--- config.mk ---
export PLATFORM = sky130hd
export DESIGN_NAME = e1ri_top
export DESIGN_NICKNAME = d
export VERILOG_FILES = /design/src/e1ri_top.v /design/src/e1ri_iw_timer.v
export VERILOG_INCLUDE_DIRS = /design/src /design/src/src
export SDC_FILE = /design/constraint.sdc
export NUM_CORES = 1
export LEC_CHECK = 0
export BUFFER_PORTS_ARGS = -buffer_cell sky130_fd_sc_hd__buf_2
export CORE_MARGIN = 2
export CORE_UTILIZATION = 52
export DETAILED_ROUTE_END_ITERATION = 6
export PLACE_DENSITY = 0.8
export SKIP_CTS_REPAIR_TIMING = 1
export SLEW_MARGIN = 20
export SYNTH_ARGS = -nofsm -noshare
export SYNTH_HDL_FRONTEND = slang
export SYNTH_HIERARCHICAL = 1
export SYNTH_SLANG_ARGS = --single-unit
--- constraint.sdc ---
create_clock -name I_CLK -period 2.9 [get_ports I_CLK]
set_input_delay 0.29 -clock I_CLK [delete_from_list [all_inputs] [get_ports I_CLK]]
set_output_delay 0.29 -clock I_CLK [all_outputs]
set_load 0.02 [all_outputs]
--- src/e1ri_defines.vh ---
// register map, field positions and timing for the e1 rx interrupt block
`ifndef E1RI_DEFINES_VH
`define E1RI_DEFINES_VH

// register indices; byte address is four times the index
`define E1RI_IDX_SLIP_STS     14'h0b08
`define E1RI_IDX_SLIP_EN      14'h0b09
`define E1RI_IDX_LC_STS       14'h0b0a
`define E1RI_IDX_LC_EN        14'h0b0b
`define E1RI_IDX_FRM_CTRL     14'h0107

// slip status and slip enable fields
`define E1RI_SLIP_FULL_BIT    2
`define E1RI_SLIP_EMPTY_BIT   1
`define E1RI_SLIP_SLIP_BIT    0

// loop code status and enable fields
`define E1RI_LC_ALT_STAT_BIT  7
`define E1RI_LC_ALT_CHG_BIT   6
`define E1RI_LC_IW_STAT_BIT   5
`define E1RI_LC_IW_CHG_BIT    4

// framing control field
`define E1RI_FC_ANNEX_B_BIT   0

// reset values
`define E1RI_RST_SLIP_EN      3'h0
`define E1RI_RST_LC_EN        2'h0
`define E1RI_RST_STS          3'h0

// bus answers
`define E1RI_RESP_OKAY        2'h0
`define E1RI_RESP_SLVERR      2'h2

// interworking timeout: 400 ms at a 10 ns clock
`define E1RI_IW_TIME_MS       400
`define E1RI_CLK_PERIOD_NS    10
`define E1RI_IW_CYCLES        ((`E1RI_IW_TIME_MS * 1000000) / `E1RI_CLK_PERIOD_NS)

`endif

--- src/e1ri_top.v ---
// e1 receive slip and auxiliary pattern interrupt block, axi4-lite slave
//
// Function
// - A buffer write while full drops one whole frame and flags full.
// - A buffer read while empty repeats one whole frame and flags empty.
// - Slip enable bit 2 gates the full interrupt, read/write, reset 0.
// - Slip enable bit 1 gates the empty interrupt, read/write, reset 0.
// - Slip enable bit 0 gates the slip interrupt on either slip, reset 0.
// - Loop code status bit 7 shows the 101010 pattern is seen now.
// - Loop code status bit 6 latches start and end of the pattern.
// - Loop code status event bits clear when software reads them.
// - Frame lock without multiframe lock for 400 ms marks a non-crc-4 end.
// - Loop code status bit 5 shows interworking and both its onset and its end flag bit 4.
// - A change raises the interrupt only when its enable bit is set.
// - Interworking state only holds while annex b mode is enabled.
// - Slip status bit 0 latches a slip, clears on read, resets to 0.
// - Loop code enable bit 4 gates the interworking change interrupt.
`timescale 1ns/1ps
`default_nettype none
`include "e1ri_defines.vh"

module e1ri_top #(
  parameter ADDR_W   = 16,
  parameter IW_LIMIT = `E1RI_IW_CYCLES
) (
  input  wire              I_CLK,
  input  wire              I_RST_N,
  input  wire [ADDR_W-1:0] I_AWADDR,
  input  wire              I_AWVALID,
  output wire              O_AWREADY,
  input  wire [31:0]       I_WDATA,
  input  wire [3:0]        I_WSTRB,
  input  wire              I_WVALID,
  output wire              O_WREADY,
  output wire [1:0]        O_BRESP,
  output wire              O_BVALID,
  input  wire              I_BREADY,
  input  wire [ADDR_W-1:0] I_ARADDR,
  input  wire              I_ARVALID,
  output wire              O_ARREADY,
  output wire [31:0]       O_RDATA,
  output wire [1:0]        O_RRESP,
  output wire              O_RVALID,
  input  wire              I_RREADY,
  input  wire              I_SB_WRITE,
  input  wire              I_SB_READ,
  input  wire              I_SB_FULL,
  input  wire              I_SB_EMPTY,
  input  wire              I_ALT_PATTERN,
  input  wire              I_BFA_PRESENT,
  input  wire              I_MF_ALIGNED,
  output wire              O_FRAME_DELETE,
  output wire              O_FRAME_REPEAT,
  output wire              O_IRQ
);

  ////////////////////////////////////////////////////////////////////////
  // declarations
  reg  [2:0]        slip_en_q;
  reg  [2:0]        slip_en_d;
  reg  [2:0]        slip_sts_q;
  reg  [2:0]        slip_sts_d;
  reg  [1:0]        lc_en_q;      // [1] alt change, [0] interworking
  reg  [1:0]        lc_en_d;
  reg  [1:0]        lc_sts_q;     // [1] alt change, [0] interworking
  reg  [1:0]        lc_sts_d;
  reg               annex_b_q;
  reg               annex_b_d;
  reg               alt_now_q;
  reg               iw_prev_q;
  reg               del_q;
  reg               rep_q;
  reg               irq_q;
  reg               irq_d;

  reg               awready_q;
  reg               awready_d;
  reg               aw_held_q;
  reg               aw_held_d;
  reg  [ADDR_W-1:0] awaddr_q;
  reg  [ADDR_W-1:0] awaddr_d;
  reg               wready_q;
  reg               wready_d;
  reg               w_held_q;
  reg               w_held_d;
  reg  [31:0]       wdata_q;
  reg  [31:0]       wdata_d;
  reg  [3:0]        wstrb_q;
  reg  [3:0]        wstrb_d;
  reg               bvalid_q;
  reg               bvalid_d;
  reg  [1:0]        bresp_q;
  reg  [1:0]        bresp_d;
  reg               arready_q;
  reg               arready_d;
  reg               rvalid_q;
  reg               rvalid_d;
  reg  [31:0]       rdata_q;
  reg  [31:0]       rdata_d;
  reg  [1:0]        rresp_q;
  reg  [1:0]        rresp_d;

  wire              aw_take;
  wire              w_take;
  wire              ar_take;
  wire              do_write;
  wire [ADDR_W-1:0] wr_addr;
  wire [31:0]       wr_data;
  wire [3:0]        wr_strb;
  wire [13:0]       wr_idx;
  wire [13:0]       rd_idx;
  wire              wr_hi_zero;
  wire              rd_hi_zero;
  wire              full_evt;
  wire              empty_evt;
  wire              alt_chg_evt;
  wire              iw_now;
  wire              iw_chg_evt;
  wire [2:0]        slip_set;
  wire [1:0]        lc_set;
  wire              rd_slip_sts;
  wire              rd_lc_sts;
  wire [7:0]        slip_sts_rd;
  wire [7:0]        slip_en_rd;
  wire [7:0]        lc_sts_rd;
  wire [7:0]        lc_en_rd;
  wire [7:0]        fc_rd;

  ////////////////////////////////////////////////////////////////////////
  // framer events
  // overfill drops a frame
  assign full_evt    = I_SB_WRITE & I_SB_FULL;
  assign empty_evt   = I_SB_READ & I_SB_EMPTY;
  assign alt_chg_evt = I_ALT_PATTERN ^ alt_now_q;
  assign iw_chg_evt  = iw_now ^ iw_prev_q;

  // slip bit set by either slip
  assign slip_set = {full_evt, empty_evt, full_evt | empty_evt};
  assign lc_set   = {alt_chg_evt, iw_chg_evt};

  // interworking detector, runs off the annex b mode bit
  e1ri_iw_timer #(
    .LIMIT         (IW_LIMIT)
  ) u_iw (
    .i_clk         (I_CLK),
    .i_rst_n       (I_RST_N),
    .i_annex_b     (annex_b_q),
    .i_bfa_present (I_BFA_PRESENT),
    .i_mf_aligned  (I_MF_ALIGNED),
    .o_established (iw_now)
  );

  ////////////////////////////////////////////////////////////////////////
  // bus handshakes
  assign aw_take  = I_AWVALID & awready_q;
  assign w_take   = I_WVALID & wready_q;
  assign ar_take  = I_ARVALID & arready_q;
  assign wr_addr  = aw_take ? I_AWADDR : awaddr_q;
  assign wr_data  = w_take ? I_WDATA : wdata_q;
  assign wr_strb  = w_take ? I_WSTRB : wstrb_q;
  // a write commits once both halves are in, in either order
  assign do_write = (aw_held_q | aw_take) & (w_held_q | w_take) & ~bvalid_q;

  // word index and check that nothing above the map is set
  assign wr_idx     = wr_addr[15:2];
  assign rd_idx     = I_ARADDR[15:2];
  assign wr_hi_zero = (wr_addr >> 16) == {ADDR_W{1'b0}};
  assign rd_hi_zero = (I_ARADDR >> 16) == {ADDR_W{1'b0}};

  // read decode used for the clear-on-read side effect
  assign rd_slip_sts = ar_take & rd_hi_zero & (rd_idx == `E1RI_IDX_SLIP_STS);
  assign rd_lc_sts   = ar_take & rd_hi_zero & (rd_idx == `E1RI_IDX_LC_STS);

  // read images; unused bits read as zero
  assign slip_sts_rd = {5'h00, slip_sts_q};
  assign slip_en_rd  = {5'h00, slip_en_q};
  assign lc_sts_rd   = {alt_now_q, lc_sts_q[1], iw_now, lc_sts_q[0], 4'h0};
  assign lc_en_rd    = {1'b0, lc_en_q[1], 1'b0, lc_en_q[0], 4'h0};
  assign fc_rd       = {7'h00, annex_b_q};

  ////////////////////////////////////////////////////////////////////////
  // write channel
  always @* begin
    aw_held_d = aw_held_q | aw_take;
    w_held_d  = w_held_q | w_take;
    awaddr_d  = aw_take ? I_AWADDR : awaddr_q;
    wdata_d   = w_take ? I_WDATA : wdata_q;
    wstrb_d   = w_take ? I_WSTRB : wstrb_q;
    bvalid_d  = bvalid_q & ~I_BREADY;
    bresp_d   = bresp_q;
    slip_en_d = slip_en_q;
    lc_en_d   = lc_en_q;
    annex_b_d = annex_b_q;
    if (do_write) begin
      aw_held_d = 1'b0;
      w_held_d  = 1'b0;
      bvalid_d  = 1'b1;
      bresp_d   = `E1RI_RESP_OKAY;
      if (!wr_hi_zero) begin
        bresp_d = `E1RI_RESP_SLVERR;
      end else begin
        case (wr_idx)
          `E1RI_IDX_SLIP_EN: begin
            if (wr_strb[0]) begin
              slip_en_d = wr_data[2:0];
            end
          end
          `E1RI_IDX_LC_EN: begin
            if (wr_strb[0]) begin
              lc_en_d = {wr_data[`E1RI_LC_ALT_CHG_BIT],
                         wr_data[`E1RI_LC_IW_CHG_BIT]};
            end
          end
          `E1RI_IDX_FRM_CTRL: begin
            if (wr_strb[0]) begin
              annex_b_d = wr_data[`E1RI_FC_ANNEX_B_BIT];
            end
          end
          // status registers ignore writes; reads clear them
          `E1RI_IDX_SLIP_STS: bresp_d = `E1RI_RESP_OKAY;
          `E1RI_IDX_LC_STS:   bresp_d = `E1RI_RESP_OKAY;
          default:            bresp_d = `E1RI_RESP_SLVERR;
        endcase
      end
    end
    // no new halves are taken while a response is pending
    awready_d = ~aw_held_d & ~bvalid_d;
    wready_d  = ~w_held_d & ~bvalid_d;
  end

  ////////////////////////////////////////////////////////////////////////
  // read channel
  always @* begin
    rvalid_d = rvalid_q & ~I_RREADY;
    rdata_d  = rdata_q;
    rresp_d  = rresp_q;
    if (ar_take) begin
      rvalid_d = 1'b1;
      rresp_d  = `E1RI_RESP_OKAY;
      rdata_d  = 32'h0000_0000;
      if (!rd_hi_zero) begin
        rresp_d = `E1RI_RESP_SLVERR;
      end else begin
        case (rd_idx)
          `E1RI_IDX_SLIP_STS: rdata_d = {24'h00_0000, slip_sts_rd};
          `E1RI_IDX_SLIP_EN:  rdata_d = {24'h00_0000, slip_en_rd};
          `E1RI_IDX_LC_STS:   rdata_d = {24'h00_0000, lc_sts_rd};
          `E1RI_IDX_LC_EN:    rdata_d = {24'h00_0000, lc_en_rd};
          `E1RI_IDX_FRM_CTRL: rdata_d = {24'h00_0000, fc_rd};
          default:            rresp_d = `E1RI_RESP_SLVERR;
        endcase
      end
    end
    // one read at a time: address closes until the data is taken
    arready_d = ~rvalid_d;
  end

  ////////////////////////////////////////////////////////////////////////
  // sticky status and interrupt request
  // a set in the cycle of the clearing read wins, so no event is lost
  always @* begin
    slip_sts_d = slip_sts_q;
    lc_sts_d   = lc_sts_q;
    if (rd_slip_sts) begin
      slip_sts_d = `E1RI_RST_STS;
    end
    if (rd_lc_sts) begin
      lc_sts_d = 2'h0;
    end
    slip_sts_d = slip_sts_d | slip_set;
    lc_sts_d   = lc_sts_d | lc_set;
    irq_d = |(slip_sts_d & slip_en_d) | |(lc_sts_d & lc_en_d);
  end

  ////////////////////////////////////////////////////////////////////////
  // registers
  always @(posedge I_CLK) begin
    if (!I_RST_N) begin
      slip_en_q  <= `E1RI_RST_SLIP_EN;
      slip_sts_q <= `E1RI_RST_STS;
      lc_en_q    <= `E1RI_RST_LC_EN;
      lc_sts_q   <= 2'h0;
      annex_b_q  <= 1'b0;
      alt_now_q  <= 1'b0;
      iw_prev_q  <= 1'b0;
      del_q      <= 1'b0;
      rep_q      <= 1'b0;
      irq_q      <= 1'b0;
      awready_q  <= 1'b0;
      aw_held_q  <= 1'b0;
      awaddr_q   <= {ADDR_W{1'b0}};
      wready_q   <= 1'b0;
      w_held_q   <= 1'b0;
      wdata_q    <= 32'h0000_0000;
      wstrb_q    <= 4'h0;
      bvalid_q   <= 1'b0;
      bresp_q    <= `E1RI_RESP_OKAY;
      arready_q  <= 1'b0;
      rvalid_q   <= 1'b0;
      rdata_q    <= 32'h0000_0000;
      rresp_q    <= `E1RI_RESP_OKAY;
    end else begin
      slip_en_q  <= slip_en_d;
      slip_sts_q <= slip_sts_d;
      lc_en_q    <= lc_en_d;
      lc_sts_q   <= lc_sts_d;
      annex_b_q  <= annex_b_d;
      alt_now_q  <= I_ALT_PATTERN;
      iw_prev_q  <= iw_now;
      del_q      <= full_evt;
      rep_q      <= empty_evt;
      irq_q      <= irq_d;
      awready_q  <= awready_d;
      aw_held_q  <= aw_held_d;
      awaddr_q   <= awaddr_d;
      wready_q   <= wready_d;
      w_held_q   <= w_held_d;
      wdata_q    <= wdata_d;
      wstrb_q    <= wstrb_d;
      bvalid_q   <= bvalid_d;
      bresp_q    <= bresp_d;
      arready_q  <= arready_d;
      rvalid_q   <= rvalid_d;
      rdata_q    <= rdata_d;
      rresp_q    <= rresp_d;
    end
  end

  ////////////////////////////////////////////////////////////////////////
  // outputs, all straight from flops
  assign O_AWREADY      = awready_q;
  assign O_WREADY       = wready_q;
  assign O_BVALID       = bvalid_q;
  assign O_BRESP        = bresp_q;
  assign O_ARREADY      = arready_q;
  assign O_RVALID       = rvalid_q;
  assign O_RDATA        = rdata_q;
  assign O_RRESP        = rresp_q;
  assign O_FRAME_DELETE = del_q;
  assign O_FRAME_REPEAT = rep_q;
  assign O_IRQ          = irq_q;

endmodule

`default_nettype wire

--- src/e1ri_iw_timer.v ---
// crc-4 to non-crc-4 interworking detector with its 400 ms timer
`timescale 1ns/1ps
`default_nettype none

module e1ri_iw_timer #(
  parameter LIMIT = 40000000
) (
  input  wire       i_clk,
  input  wire       i_rst_n,
  input  wire       i_annex_b,
  input  wire       i_bfa_present,
  input  wire       i_mf_aligned,
  output wire       o_established
);

  reg  [31:0] cnt_q;
  reg  [31:0] cnt_d;
  reg         est_q;
  reg         est_d;
  wire        hunting;

  // only hunt while annex b is on, frames align and multiframes do not
  assign hunting = i_annex_b & i_bfa_present & ~i_mf_aligned;

  ////////////////////////////////////////////////////////////////////////
  // timer and state
  always @* begin
    cnt_d = cnt_q;
    est_d = est_q;
    if (!i_annex_b) begin
      cnt_d = 32'h0000_0000;
      est_d = 1'b0;
    end else if (i_mf_aligned) begin
      // far end turned out crc-4 capable after all
      cnt_d = 32'h0000_0000;
      est_d = 1'b0;
    end else if (hunting && !est_q) begin
      if (cnt_q >= LIMIT - 1) begin
        est_d = 1'b1;
      end else begin
        cnt_d = cnt_q + 32'h0000_0001;
      end
    end else if (!i_bfa_present) begin
      // losing basic alignment restarts the window
      cnt_d = 32'h0000_0000;
    end
  end

  // registers
  always @(posedge i_clk) begin
    if (!i_rst_n) begin
      cnt_q <= 32'h0000_0000;
      est_q <= 1'b0;
    end else begin
      cnt_q <= cnt_d;
      est_q <= est_d;
    end
  end

  assign o_established = est_q;

endmodule

`default_nettype wire

==> results.sh, run 1 <==
export IMPL_outcome="completed"
export IMPL_synth_cells=487
export IMPL_cpMaxStageDelayCell="or4_4"
export IMPL_finalClockSkew_ps=9.84
export IMPL_end_kind="flop"
export IMPL_fin_nets=630
export IMPL_vias=3873
export IMPL_num_rows=33
export IMPL_max_freq_ghz=0.410
export IMPL_critPathMaxStageDelay_ps=530
export IMPL_synthesis_area_um2=4320
export IMPL_hold_viol_final=0
export IMPL_cp_arrival_ps=2730
export IMPL_peakVddDrop_uv=350
export IMPL_ant_nets=0
export IMPL_route_detailed_drc=0
export IMPL_grt_pass1_wl_um=16500
export IMPL_dr_wl_met2_um=4960
export IMPL_hp_class="input port to flop"
export IMPL_crit_type="flop to flop"
export IMPL_timing_hold_ws_ps=163
export IMPL_ys_ff_latch=85
export IMPL_ys_seq_area_frac=0.394
export IMPL_dpl_hpwl_um=7100
export IMPL_maxCapViolCount=0
export IMPL_design_portCount=126
export IMPL_cts_buffers=9
export IMPL_yosys_warnings=6
export IMPL_cts_root_buf="clkbuf_8"
export IMPL_combinationalPowerShare=0.096
export IMPL_pwr_share_seq=0.513
export IMPL_drtIter0Drc=134
export IMPL_cts_tree="built"
export IMPL_place_congestion=0.884
export IMPL_top_layer="met4"
export IMPL_diodes=0
export IMPL_dp_cells=641
export IMPL_grtUsageTotal=0.229
export IMPL_die_w_um=95.2
export IMPL_synthFlopType="dfxtp_1"
export IMPL_drive_gt1_frac=0.219
export IMPL_power_uw=2380
export IMPL_p_clk_frac=0.391
export IMPL_chipHeight_um=95.2
export IMPL_met1_length_um=4090
export IMPL_clk_latency_ps=350
export IMPL_htreeDepth=3
export IMPL_finalCritPeriodShare=0.841
export IMPL_grt_antenna_before_repair=0
export IMPL_rsz0062_at_grt="false"
export IMPL_area_growth_pct=11.4
export IMPL_cts_sinks=85
export IMPL_path_max_fanout=31
export IMPL_fill_cells=710
export IMPL_clockBufferDepth=2
export IMPL_internal_power_uw=1790
export IMPL_tightest_slew_ps=599
export IMPL_met3_length_um=498
export IMPL_power_switching_uw=585
export IMPL_clk_pin_slew_worst_paths_ps=80
export IMPL_drv_slew=0
export IMPL_core_area_um2=8130
export IMPL_die_area_um2=9060
export IMPL_synth_cell_types=83
export IMPL_crit_chain="or3_1 > or4_4 > o311ai_4 > buf_4 > and2_4 > o22a_1"
export IMPL_setup_violations=0
export IMPL_critPathRequiredTime_ps=3200
export IMPL_p_leak_uw=0.00203
export IMPL_viasPerCell=5.89
export IMPL_firstDrtPassIters=5
export IMPL_grt_max_degree=32
export IMPL_fin_area_um2=4810
export IMPL_fin_crit_ps=2440
export IMPL_synth_edff_count=0
export IMPL_synth_area_per_cell_um2=8.88
export IMPL_initial_core_util=0.531
export IMPL_swShare=0.246
export IMPL_critPathLaunchType="flop"
export IMPL_instances_no_fill=657
export IMPL_synth_async_reset_ratio=0
export IMPL_power_density_nw_per_um2=494
export IMPL_relSlewSlack=0.600
export IMPL_postRouteWirelength_um=9720
export IMPL_first_global_vias=3627
export IMPL_tns_ps=0
export IMPL_place_area_um2=4590
export IMPL_overflow=0
export IMPL_port_buffers=64
export IMPL_wl_per_cell_um=14.8
-- logic make-up after synthesis --
kind of cell,count (synthesis),share of synthesized area
XOR/XNOR,2,0.00405
AND/OR/NAND/NOR,199,0.264
other,1,0.000867
buffers and inverters,59,0.0894
AO/OA/AOI/OAI,131,0.222
adder cells (fa/ha/maj),1,0.00289
multiplexers,9,0.0232
flip-flops,85,0.394
-- worst paths after layout --
check | depth (start not counted) | slack, ps | from | endpoint
max | 6 | 460 | u_iw/cnt_q[18]$_SDFFE_PP0P_ | u_iw/cnt_q[12]$_SDFFE_PP0P_
min | 2 | 160 | I_ALT_PATTERN | alt_now_q$_SDFF_PN0_
max reg2reg | 6 | 460 | u_iw/cnt_q[18]$_SDFFE_PP0P_ | u_iw/cnt_q[12]$_SDFFE_PP0P_
min reg2reg | 2 | 460 | awaddr_q[10]$_SDFF_PN0_ | awaddr_q[10]$_SDFF_PN0_
-- stage by stage --
stage,setup WS [ps],util
2_1_floorplan,752,-
3_3_place_gp,544,0.564
3_5_place_dp,501,0.564
4_1_cts,486,0.592
5_1_grt,355,0.592
6_report,462,0.592
-- power groups by stage --
stage / logic [µW] / registers (µW) / clock network, µW
global route: 254 / 1220 / 1000
CTS: 228 / 1220 / 950
global placement: 221 / 1240 / 0
detailed placement: 227 / 1250 / 0
finish: 228 / 1220 / 931
floorplan: 168 / 1250 / 0
-- cell type report --
| type | instances | area [µm²] | area share |
|---|---|---|---|
| multi-input cells | 369 | 2330 | 0.484 |
| flip-flops and latches | 85 | 1700 | 0.353 |
| repair buffers | 74 | 395 | 0.0821 |
| clock buffers | 11 | 141 | 0.0294 |
| well taps | 105 | 131 | 0.0273 |
| clock inverters | 5 | 82.6 | 0.0172 |
| inverters | 8 | 30.0 | 0.00624 |
-- flip-flops by register name (all words and copies together) (netlist names), 2 cells and up --
name,flops
u_iw/cnt_q,32
awaddr_q,14
O_RDATA,7
wdata_q,5
slip_en_q,3
slip_sts_q,3
lc_en_q,2
lc_sts_q,2
-- metal layers --
metal,global-route usage,up-vias
met2,0.393,105
met3,0.0530,18
met5,0,-
li1,-,1881
met4,0.0882,0
met1,0.279,1869
-- critical path, delay by kind of cell, from the launching register on --
kind / cells / cell delay, ps
AO/OA/AOI/OAI: 2 / 440
flip-flops: 1 / 350
buffers and inverters: 1 / 350
AND/OR/NAND/NOR: 3 / 1240
-- Yosys cell counts, types with 3 or more instances --
library cell	count	area, µm²
a21oi_1	49	245
mux2i_1	3	30.0
a211oi_1	5	37.5
a22oi_1	6	45.0
nor2_1	32	120
o221a_1	5	56.3
clkbuf_1	16	60.1
mux2_2	5	56.3
a311oi_1	3	26.3
nand4_1	12	75.1
dfxtp_1	85	1700
and2_1	15	93.8
buf_4	28	210
nand2b_1	3	18.8
o21ai_0	5	25.0
nor3_1	7	35.0
o22a_1	13	114
nand2_1	55	206
and4b_1	3	30.0
and3_1	14	87.6
a2bb2oi_1	3	26.3
inv_1	8	30.0
nor4_1	4	25.0
a311o_1	3	30.0
a31oi_1	8	50.1
nor4b_1	4	35.0
nand3_1	17	85.1
nor3b_1	4	30.0
buf_6	4	45.0
clkbuf_8	3	41.3
-- placed cells by master (no fill, tap or decap), types with 4 or more instances in the layout --
cell       n
a211oi_1   5
nand3_1   17
nand4_1   12
and2_1    15
buf_2     64
nor3b_1    4
nor3_1     7
nor2_1    32
nand2_1   55
clkbuf_8  10
buf_4     10
a31oi_1    8
o21ai_0    5
a22oi_1    6
dfxtp_1   85
nor4_1     4
and3_1    14
nor4b_1    4
inv_1      8
o221a_1    5
o22a_1    13
mux2_2     5
a21oi_1   49
conb_1    27
Power figures use the tool's default switching activity.
==> run 2, diff against run 1 <==
Settings changed: ABC_AREA set to 1, CORE_UTILIZATION 52 to 54, PLACE_DENSITY 0.8 to 0.81.
Clock period 2.9 ns to 2.5 ns, I/O delays scaled along.
==> results.sh, run 2 <==
export IMPL_end_kind="flop"
export IMPL_cp_arrival_ps=2510
export IMPL_postRouteWirelength_um=10500
export IMPL_setup_ws_ps=283
export IMPL_clockBufferDepth=2
export IMPL_fin_crit_ps=2220
export IMPL_synth_cells=796
export IMPL_htreeDepth=3
export IMPL_max_freq_ghz=0.451
export IMPL_critPathLaunchType="flop"
export IMPL_yosys_top_cells_area="dfxtp_1 (34%), nand2_1 (17%), nor2_1 (11%), nand3_1 (9.0%), inv_1 (6.6%)"
export IMPL_die_w_um=99.6
export IMPL_grt_pass1_wl_um=18500
export IMPL_worstRegToRegCells=13
export IMPL_synth_area_per_cell_um2=6.20
export IMPL_yosysMostFrequentCell="nand2_1"
export IMPL_dpl_hpwl_um=7740
export IMPL_cts_tree="built"
export IMPL_hp_class="input port to flop"
export IMPL_cts_sinks=85
export IMPL_fin_nets=939
export IMPL_p_leak_uw=0.00243
export IMPL_rr_startpoint="u_iw/cnt_q[0]$_SDFFE_PP0P_"
export IMPL_largest_reg_flops=32
export IMPL_relSlewSlack=0.520
export IMPL_cts_root_buf="clkbuf_8"
export IMPL_layout_commonest_cell="nand2_1"
export IMPL_timing_hold_ws_ps=115
export IMPL_core_area_um2=8810
export IMPL_first_global_vias=4394
export IMPL_setup_violations=0
export IMPL_final_cell_mix="nand2_1 (228), nor2_1 (149), nand3_1 (89)"
export IMPL_num_rows=34
export IMPL_hold_viol_final=0
export IMPL_initial_core_util=0.561
export IMPL_ys_seq_area_frac=0.345
export IMPL_area_growth_pct=9.68
export IMPL_grt_max_degree=29
export IMPL_drv_slew=0
export IMPL_die_area_um2=9930
export IMPL_hold_depth=3
export IMPL_grt_use_met1=0.276
export IMPL_rrSetupSlack_ps=280
export IMPL_clk_latency_ps=350
export IMPL_drtIter0Drc=180
export IMPL_ys_ff_latch=85
export IMPL_grt_antenna_before_repair=0
export IMPL_synth_edff_count=0
export IMPL_grt_use_met3=0.0401
export IMPL_path_max_fanout=22
export IMPL_diodes=0
export IMPL_port_buffers=64
export IMPL_ant_nets=0
export IMPL_chipHeight_um=99.6
export IMPL_drive_gt1_frac=0.124
export IMPL_min_from="I_ALT_PATTERN"
export IMPL_yosysTopAreaCell="dfxtp_1"
export IMPL_maxCapViolCount=0
export IMPL_vias=4730
export IMPL_grt_busiest_layer="met2"
export IMPL_grtUsageTotal=0.220
export IMPL_pre_cts_slack_ps=281
export IMPL_peakVddDrop_uv=459
export IMPL_regMostFlops="u_iw/cnt_q"
export IMPL_hold_path_endpoint="alt_now_q$_SDFF_PN0_"
export IMPL_synthFlopType="dfxtp_1"
export IMPL_overflow=0
export IMPL_finalClockSkew_ps=8.54
export IMPL_wl_per_cell_um=10.8
export IMPL_fill_cells=862
export IMPL_synth_cell_types=33
export IMPL_tightest_slew_ps=720
export IMPL_outcome="completed"
export IMPL_crit_type="flop to flop"
export IMPL_grt_util_met2=0.390
export IMPL_cts_buffers=9
export IMPL_r2r_end="u_iw/cnt_q[1]$_SDFFE_PP0P_"
export IMPL_dp_cells=953
export IMPL_tns_ps=0
export IMPL_instances_no_fill=969
export IMPL_design_portCount=126
export IMPL_critPathRequiredTime_ps=2790
export IMPL_finalCritPeriodShare=0.887
export IMPL_synthesis_area_um2=4940
export IMPL_yosys_warnings=6
export IMPL_synth_async_reset_ratio=0
export IMPL_rsz0062_at_grt="false"
export IMPL_synth_top_area_frac=0.345
export IMPL_clk_pin_slew_worst_paths_ps=90
export IMPL_power_density_nw_per_um2=518
export IMPL_viasPerCell=4.88
export IMPL_synthTopCellsByCount="nand2_1 (228), nor2_1 (149), nand3_1 (89)"
export IMPL_place_congestion=0.893
export IMPL_firstDrtPassIters=5
export IMPL_route_detailed_drc=0
-- run 2: where the power goes --
group	internal, µW	switching (µW)
clock network	471	506
registers	1400	20.7
logic	126	280
-- run 2: worst max path at each step --
stage,start,endpoint,slack (ps),cells past startpoint
floorplan,O_AWREADY$_SDFF_PN0_,O_IRQ$_SDFF_PN0_,730,12
global placement,u_iw/cnt_q[0]$_SDFFE_PP0P_,u_iw/cnt_q[1]$_SDFFE_PP0P_,330,13
detailed placement,u_iw/cnt_q[0]$_SDFFE_PP0P_,u_iw/cnt_q[29]$_SDFFE_PP0P_,280,13
CTS,u_iw/cnt_q[0]$_SDFFE_PP0P_,u_iw/cnt_q[1]$_SDFFE_PP0P_,250,13
global route,u_iw/cnt_q[0]$_SDFFE_PP0P_,u_iw/cnt_q[26]$_SDFFE_PP0P_,30,13
finish,u_iw/cnt_q[0]$_SDFFE_PP0P_,u_iw/cnt_q[1]$_SDFFE_PP0P_,280,13
-- run 2: logic make-up (layout without fill, tap and decap cells) --
group                    after synthesis  count (layout)  synth area share
AND/OR/NAND/NOR                      501             501             0.429
buffers and inverters                140             179             0.138
flip-flops                            85              85             0.345
AO/OA/AOI/OAI                         53              53            0.0575
XOR/XNOR                              11              11            0.0195
multiplexers                           4               4           0.00811
adder cells (fa/ha/maj)                1               1           0.00253
other                                  1              27          0.000759
-- run 2: critical path, stage by stage, from the launching register on --
cell	delay, ps
dfxtp_1	420
ha_1	280
nand2_1	100
inv_2	100
nand2_4	80
nor2_4	190
nand2_1	70
nand2_1	110
nand2_2	80
nand3_4	190
nand2_4	210
inv_4	170
nor2_1	50
nor2_1	90
-- run 2: cell type report --
class                   count  area (µm²)  area share
multi-input cells         597        2650       0.490
flip-flops and latches     85        1700       0.314
repair buffers             73         388      0.0716
inverters                  90         340      0.0628
well taps                 108         135      0.0249
clock buffers              10         128      0.0236
clock inverters             6        70.1      0.0129
-- run 2: metal layers --
layer	vias up	part of all wire
met5	-	0
met4	0	0.0071
met3	9	0.044
met2	107	0.48
met1	2063	0.47
li1	2551	-
-- run 2: per-stage QoR --
| step | util | power (µW) | area (µm²) |
|---|---|---|---|
| 6_report | 0.615 | 2810 | 5420 |
| 5_1_grt | 0.615 | 2940 | 5420 |
| 4_1_cts | 0.615 | 2830 | 5410 |
| 3_5_place_dp | 0.592 | 1860 | 5220 |
| 3_3_place_gp | 0.592 | 1850 | 5220 |
| 2_1_floorplan | - | 1790 | 5040 |
==> run 3, diff against run 2 <==
==> constraint.sdc (replaced) <==
create_clock -name I_CLK -period 2.5 [get_ports I_CLK]
set_input_delay 0 -clock I_CLK [delete_from_list [all_inputs] [get_ports I_CLK]]
set_output_delay 0 -clock I_CLK [all_outputs]
set_load 0.02 [all_outputs]
==> results.sh, run 3 (synthesis gave the netlist of run 2 again) <==
export IMPL_fin_crit_ps=2170
export IMPL_area_growth_pct=11.9
export IMPL_core_area_um2=8810
export IMPL_place_area_um2=5220
export IMPL_design_portCount=126
export IMPL_path_max_fanout=22
export IMPL_port_buffers=64
export IMPL_crit_top_cell="nand2_1"
export IMPL_maxCapViolCount=0
export IMPL_p_leak_uw=0.00247
export IMPL_violations="negative hold slack"
export IMPL_power_density_nw_per_um2=504
export IMPL_outcome="finished, violations left"
export IMPL_postRouteWirelength_um=10800
export IMPL_crit_buf_inv=2
export IMPL_fin_nets=951
export IMPL_diodes=0
export IMPL_peakVddDrop_uv=364
export IMPL_critical_path_top_delay_family="simple AND/OR/NAND/NOR gates"
export IMPL_dpl_hpwl_um=7860
export IMPL_clk_latency_ps=350
export IMPL_num_rows=34
export IMPL_final_cell_mix="nand2_1 (228), nor2_1 (149), nand3_1 (89)"
export IMPL_place_congestion=0.937
export IMPL_ant_nets=0
export IMPL_hp_class="input port to flop"
export IMPL_grtUsageTotal=0.221
export IMPL_tns_ps=0
export IMPL_critPathRequiredTime_ps=2790
export IMPL_first_global_vias=4318
export IMPL_drive_gt1_frac=0.122
export IMPL_layout_commonest_cell="nand2_1"
export IMPL_cts_tree="built"
export IMPL_drtIter0Drc=225
export IMPL_relSlewSlack=0.636
export IMPL_max_freq_ghz=0.461
export IMPL_clockBufferDepth=2
export IMPL_tightest_slew_ps=545
export IMPL_clk_pin_slew_worst_paths_ps=80
export IMPL_fin_area_um2=5530
export IMPL_vias=4823
export IMPL_critPathMaxStageDelay_ps=420
export IMPL_setup_violations=0
export IMPL_firstDrtPassIters=5
export IMPL_grt_max_degree=28
export IMPL_critPathLaunchType="flop"
export IMPL_crit_type="flop to flop"
export IMPL_largest_reg_flops=32
export IMPL_rsz0062_at_grt="false"
export IMPL_route_detailed_drc=0
export IMPL_finalCritPeriodShare=0.868
export IMPL_end_kind="flop"
export IMPL_htreeDepth=3
export IMPL_grt_pass1_wl_um=18400
export IMPL_cts_buffers=9
export IMPL_grt_antenna_before_repair=0
export IMPL_cts_root_buf="clkbuf_8"
export IMPL_chipHeight_um=99.6
export IMPL_crit_chain="ha_1 > nand2_1 > inv_2 > nand2_4 > nor2_4 > nand2_1 > nand2_1 > nand2_2 > nand3_4 > nand2_4 > inv_4 > nand2_1 > nor2_1"
export IMPL_regMostFlops="u_iw/cnt_q"
export IMPL_initial_core_util=0.561
export IMPL_hold_viol_final=5
export IMPL_cts_sinks=85
export IMPL_finalClockSkew_ps=13.1
export IMPL_wl_per_cell_um=11.1
export IMPL_overflow=0
export IMPL_drv_slew=0
export IMPL_timing_hold_ws_ps=-14.9
export IMPL_cpMaxStageDelayCell="dfxtp_1"
export IMPL_die_w_um=99.6
export IMPL_cp_arrival_ps=2460
export IMPL_viasPerCell=4.93
export IMPL_die_area_um2=9930
run 3: cell count changes in the layout (fill, tap and decap cells not counted), sizes merged:
cell	before	now
inv	92	91
clkbuf	10	9
clkinvlp	0	2
dlygate4sd3	0	12
clkinv	3	1
run 3: stage by stage:
stage / setup WS, ps / util / hold slack [ps] / instances / total power, µW
global placement: 356 / 0.592 / 216 / 953 / 1850
detailed placement: 285 / 0.592 / 221 / 953 / 1860
finish: 329 / 0.627 / -14.9 / 979 / 2790
global route: 34.8 / 0.627 / 16.6 / 979 / 2930
floorplan: 730 / - / 93.5 / 822 / 1790
CTS: 265 / 0.614 / -155 / 967 / 2790
run 3: worst register-to-register path, cell delays in order, from the launching register on:
cell     delay, ps
dfxtp_1        420
ha_1           260
nand2_1        100
inv_2          100
nand2_4         80
nor2_4         180
nand2_1         70
nand2_1        110
nand2_2         90
nand3_4        180
nand2_4        200
inv_4          170
nand2_1         70
nor2_1          80
run 3: power by group:
group          internal, µW  leakage (µW)  switching [µW]
sequential             1400      0.000691            20.3
combinational           138       0.00169             285
clock                   455     0.0000878             484
run 3: routing by layer:
layer,global-route usage,up-vias,wire length [µm]
met5,0,-,0
met4,0.0527,0,123
met3,0.0541,16,559
met2,0.389,123,5300
met1,0.271,2120,4870
li1,-,2564,-
run 3: worst paths after layout:
check / startpoint / to / slack, ps / depth (start not counted)
worst min-delay path: I_AWADDR[9] / awaddr_q[9]$_SDFF_PN0_ / -10 / 5
worst max register to register: u_iw/cnt_q[0]$_SDFFE_PP0P_ / u_iw/cnt_q[29]$_SDFFE_PP0P_ / 330 / 13
worst min register to register: u_iw/cnt_q[28]$_SDFFE_PP0P_ / u_iw/cnt_q[28]$_SDFFE_PP0P_ / 440 / 2
worst max-delay path: u_iw/cnt_q[0]$_SDFFE_PP0P_ / u_iw/cnt_q[29]$_SDFFE_PP0P_ / 330 / 13
run 3: cell type report:
cell class | instances | area [µm²]
clock buffers | 9 | 124
multi-input cells | 597 | 2650
inverters | 90 | 340
clock inverters | 5 | 62.6
repair buffers | 85 | 508
well taps | 108 | 135
fillers | 820 | 3280
flip-flops and latches | 85 | 1700
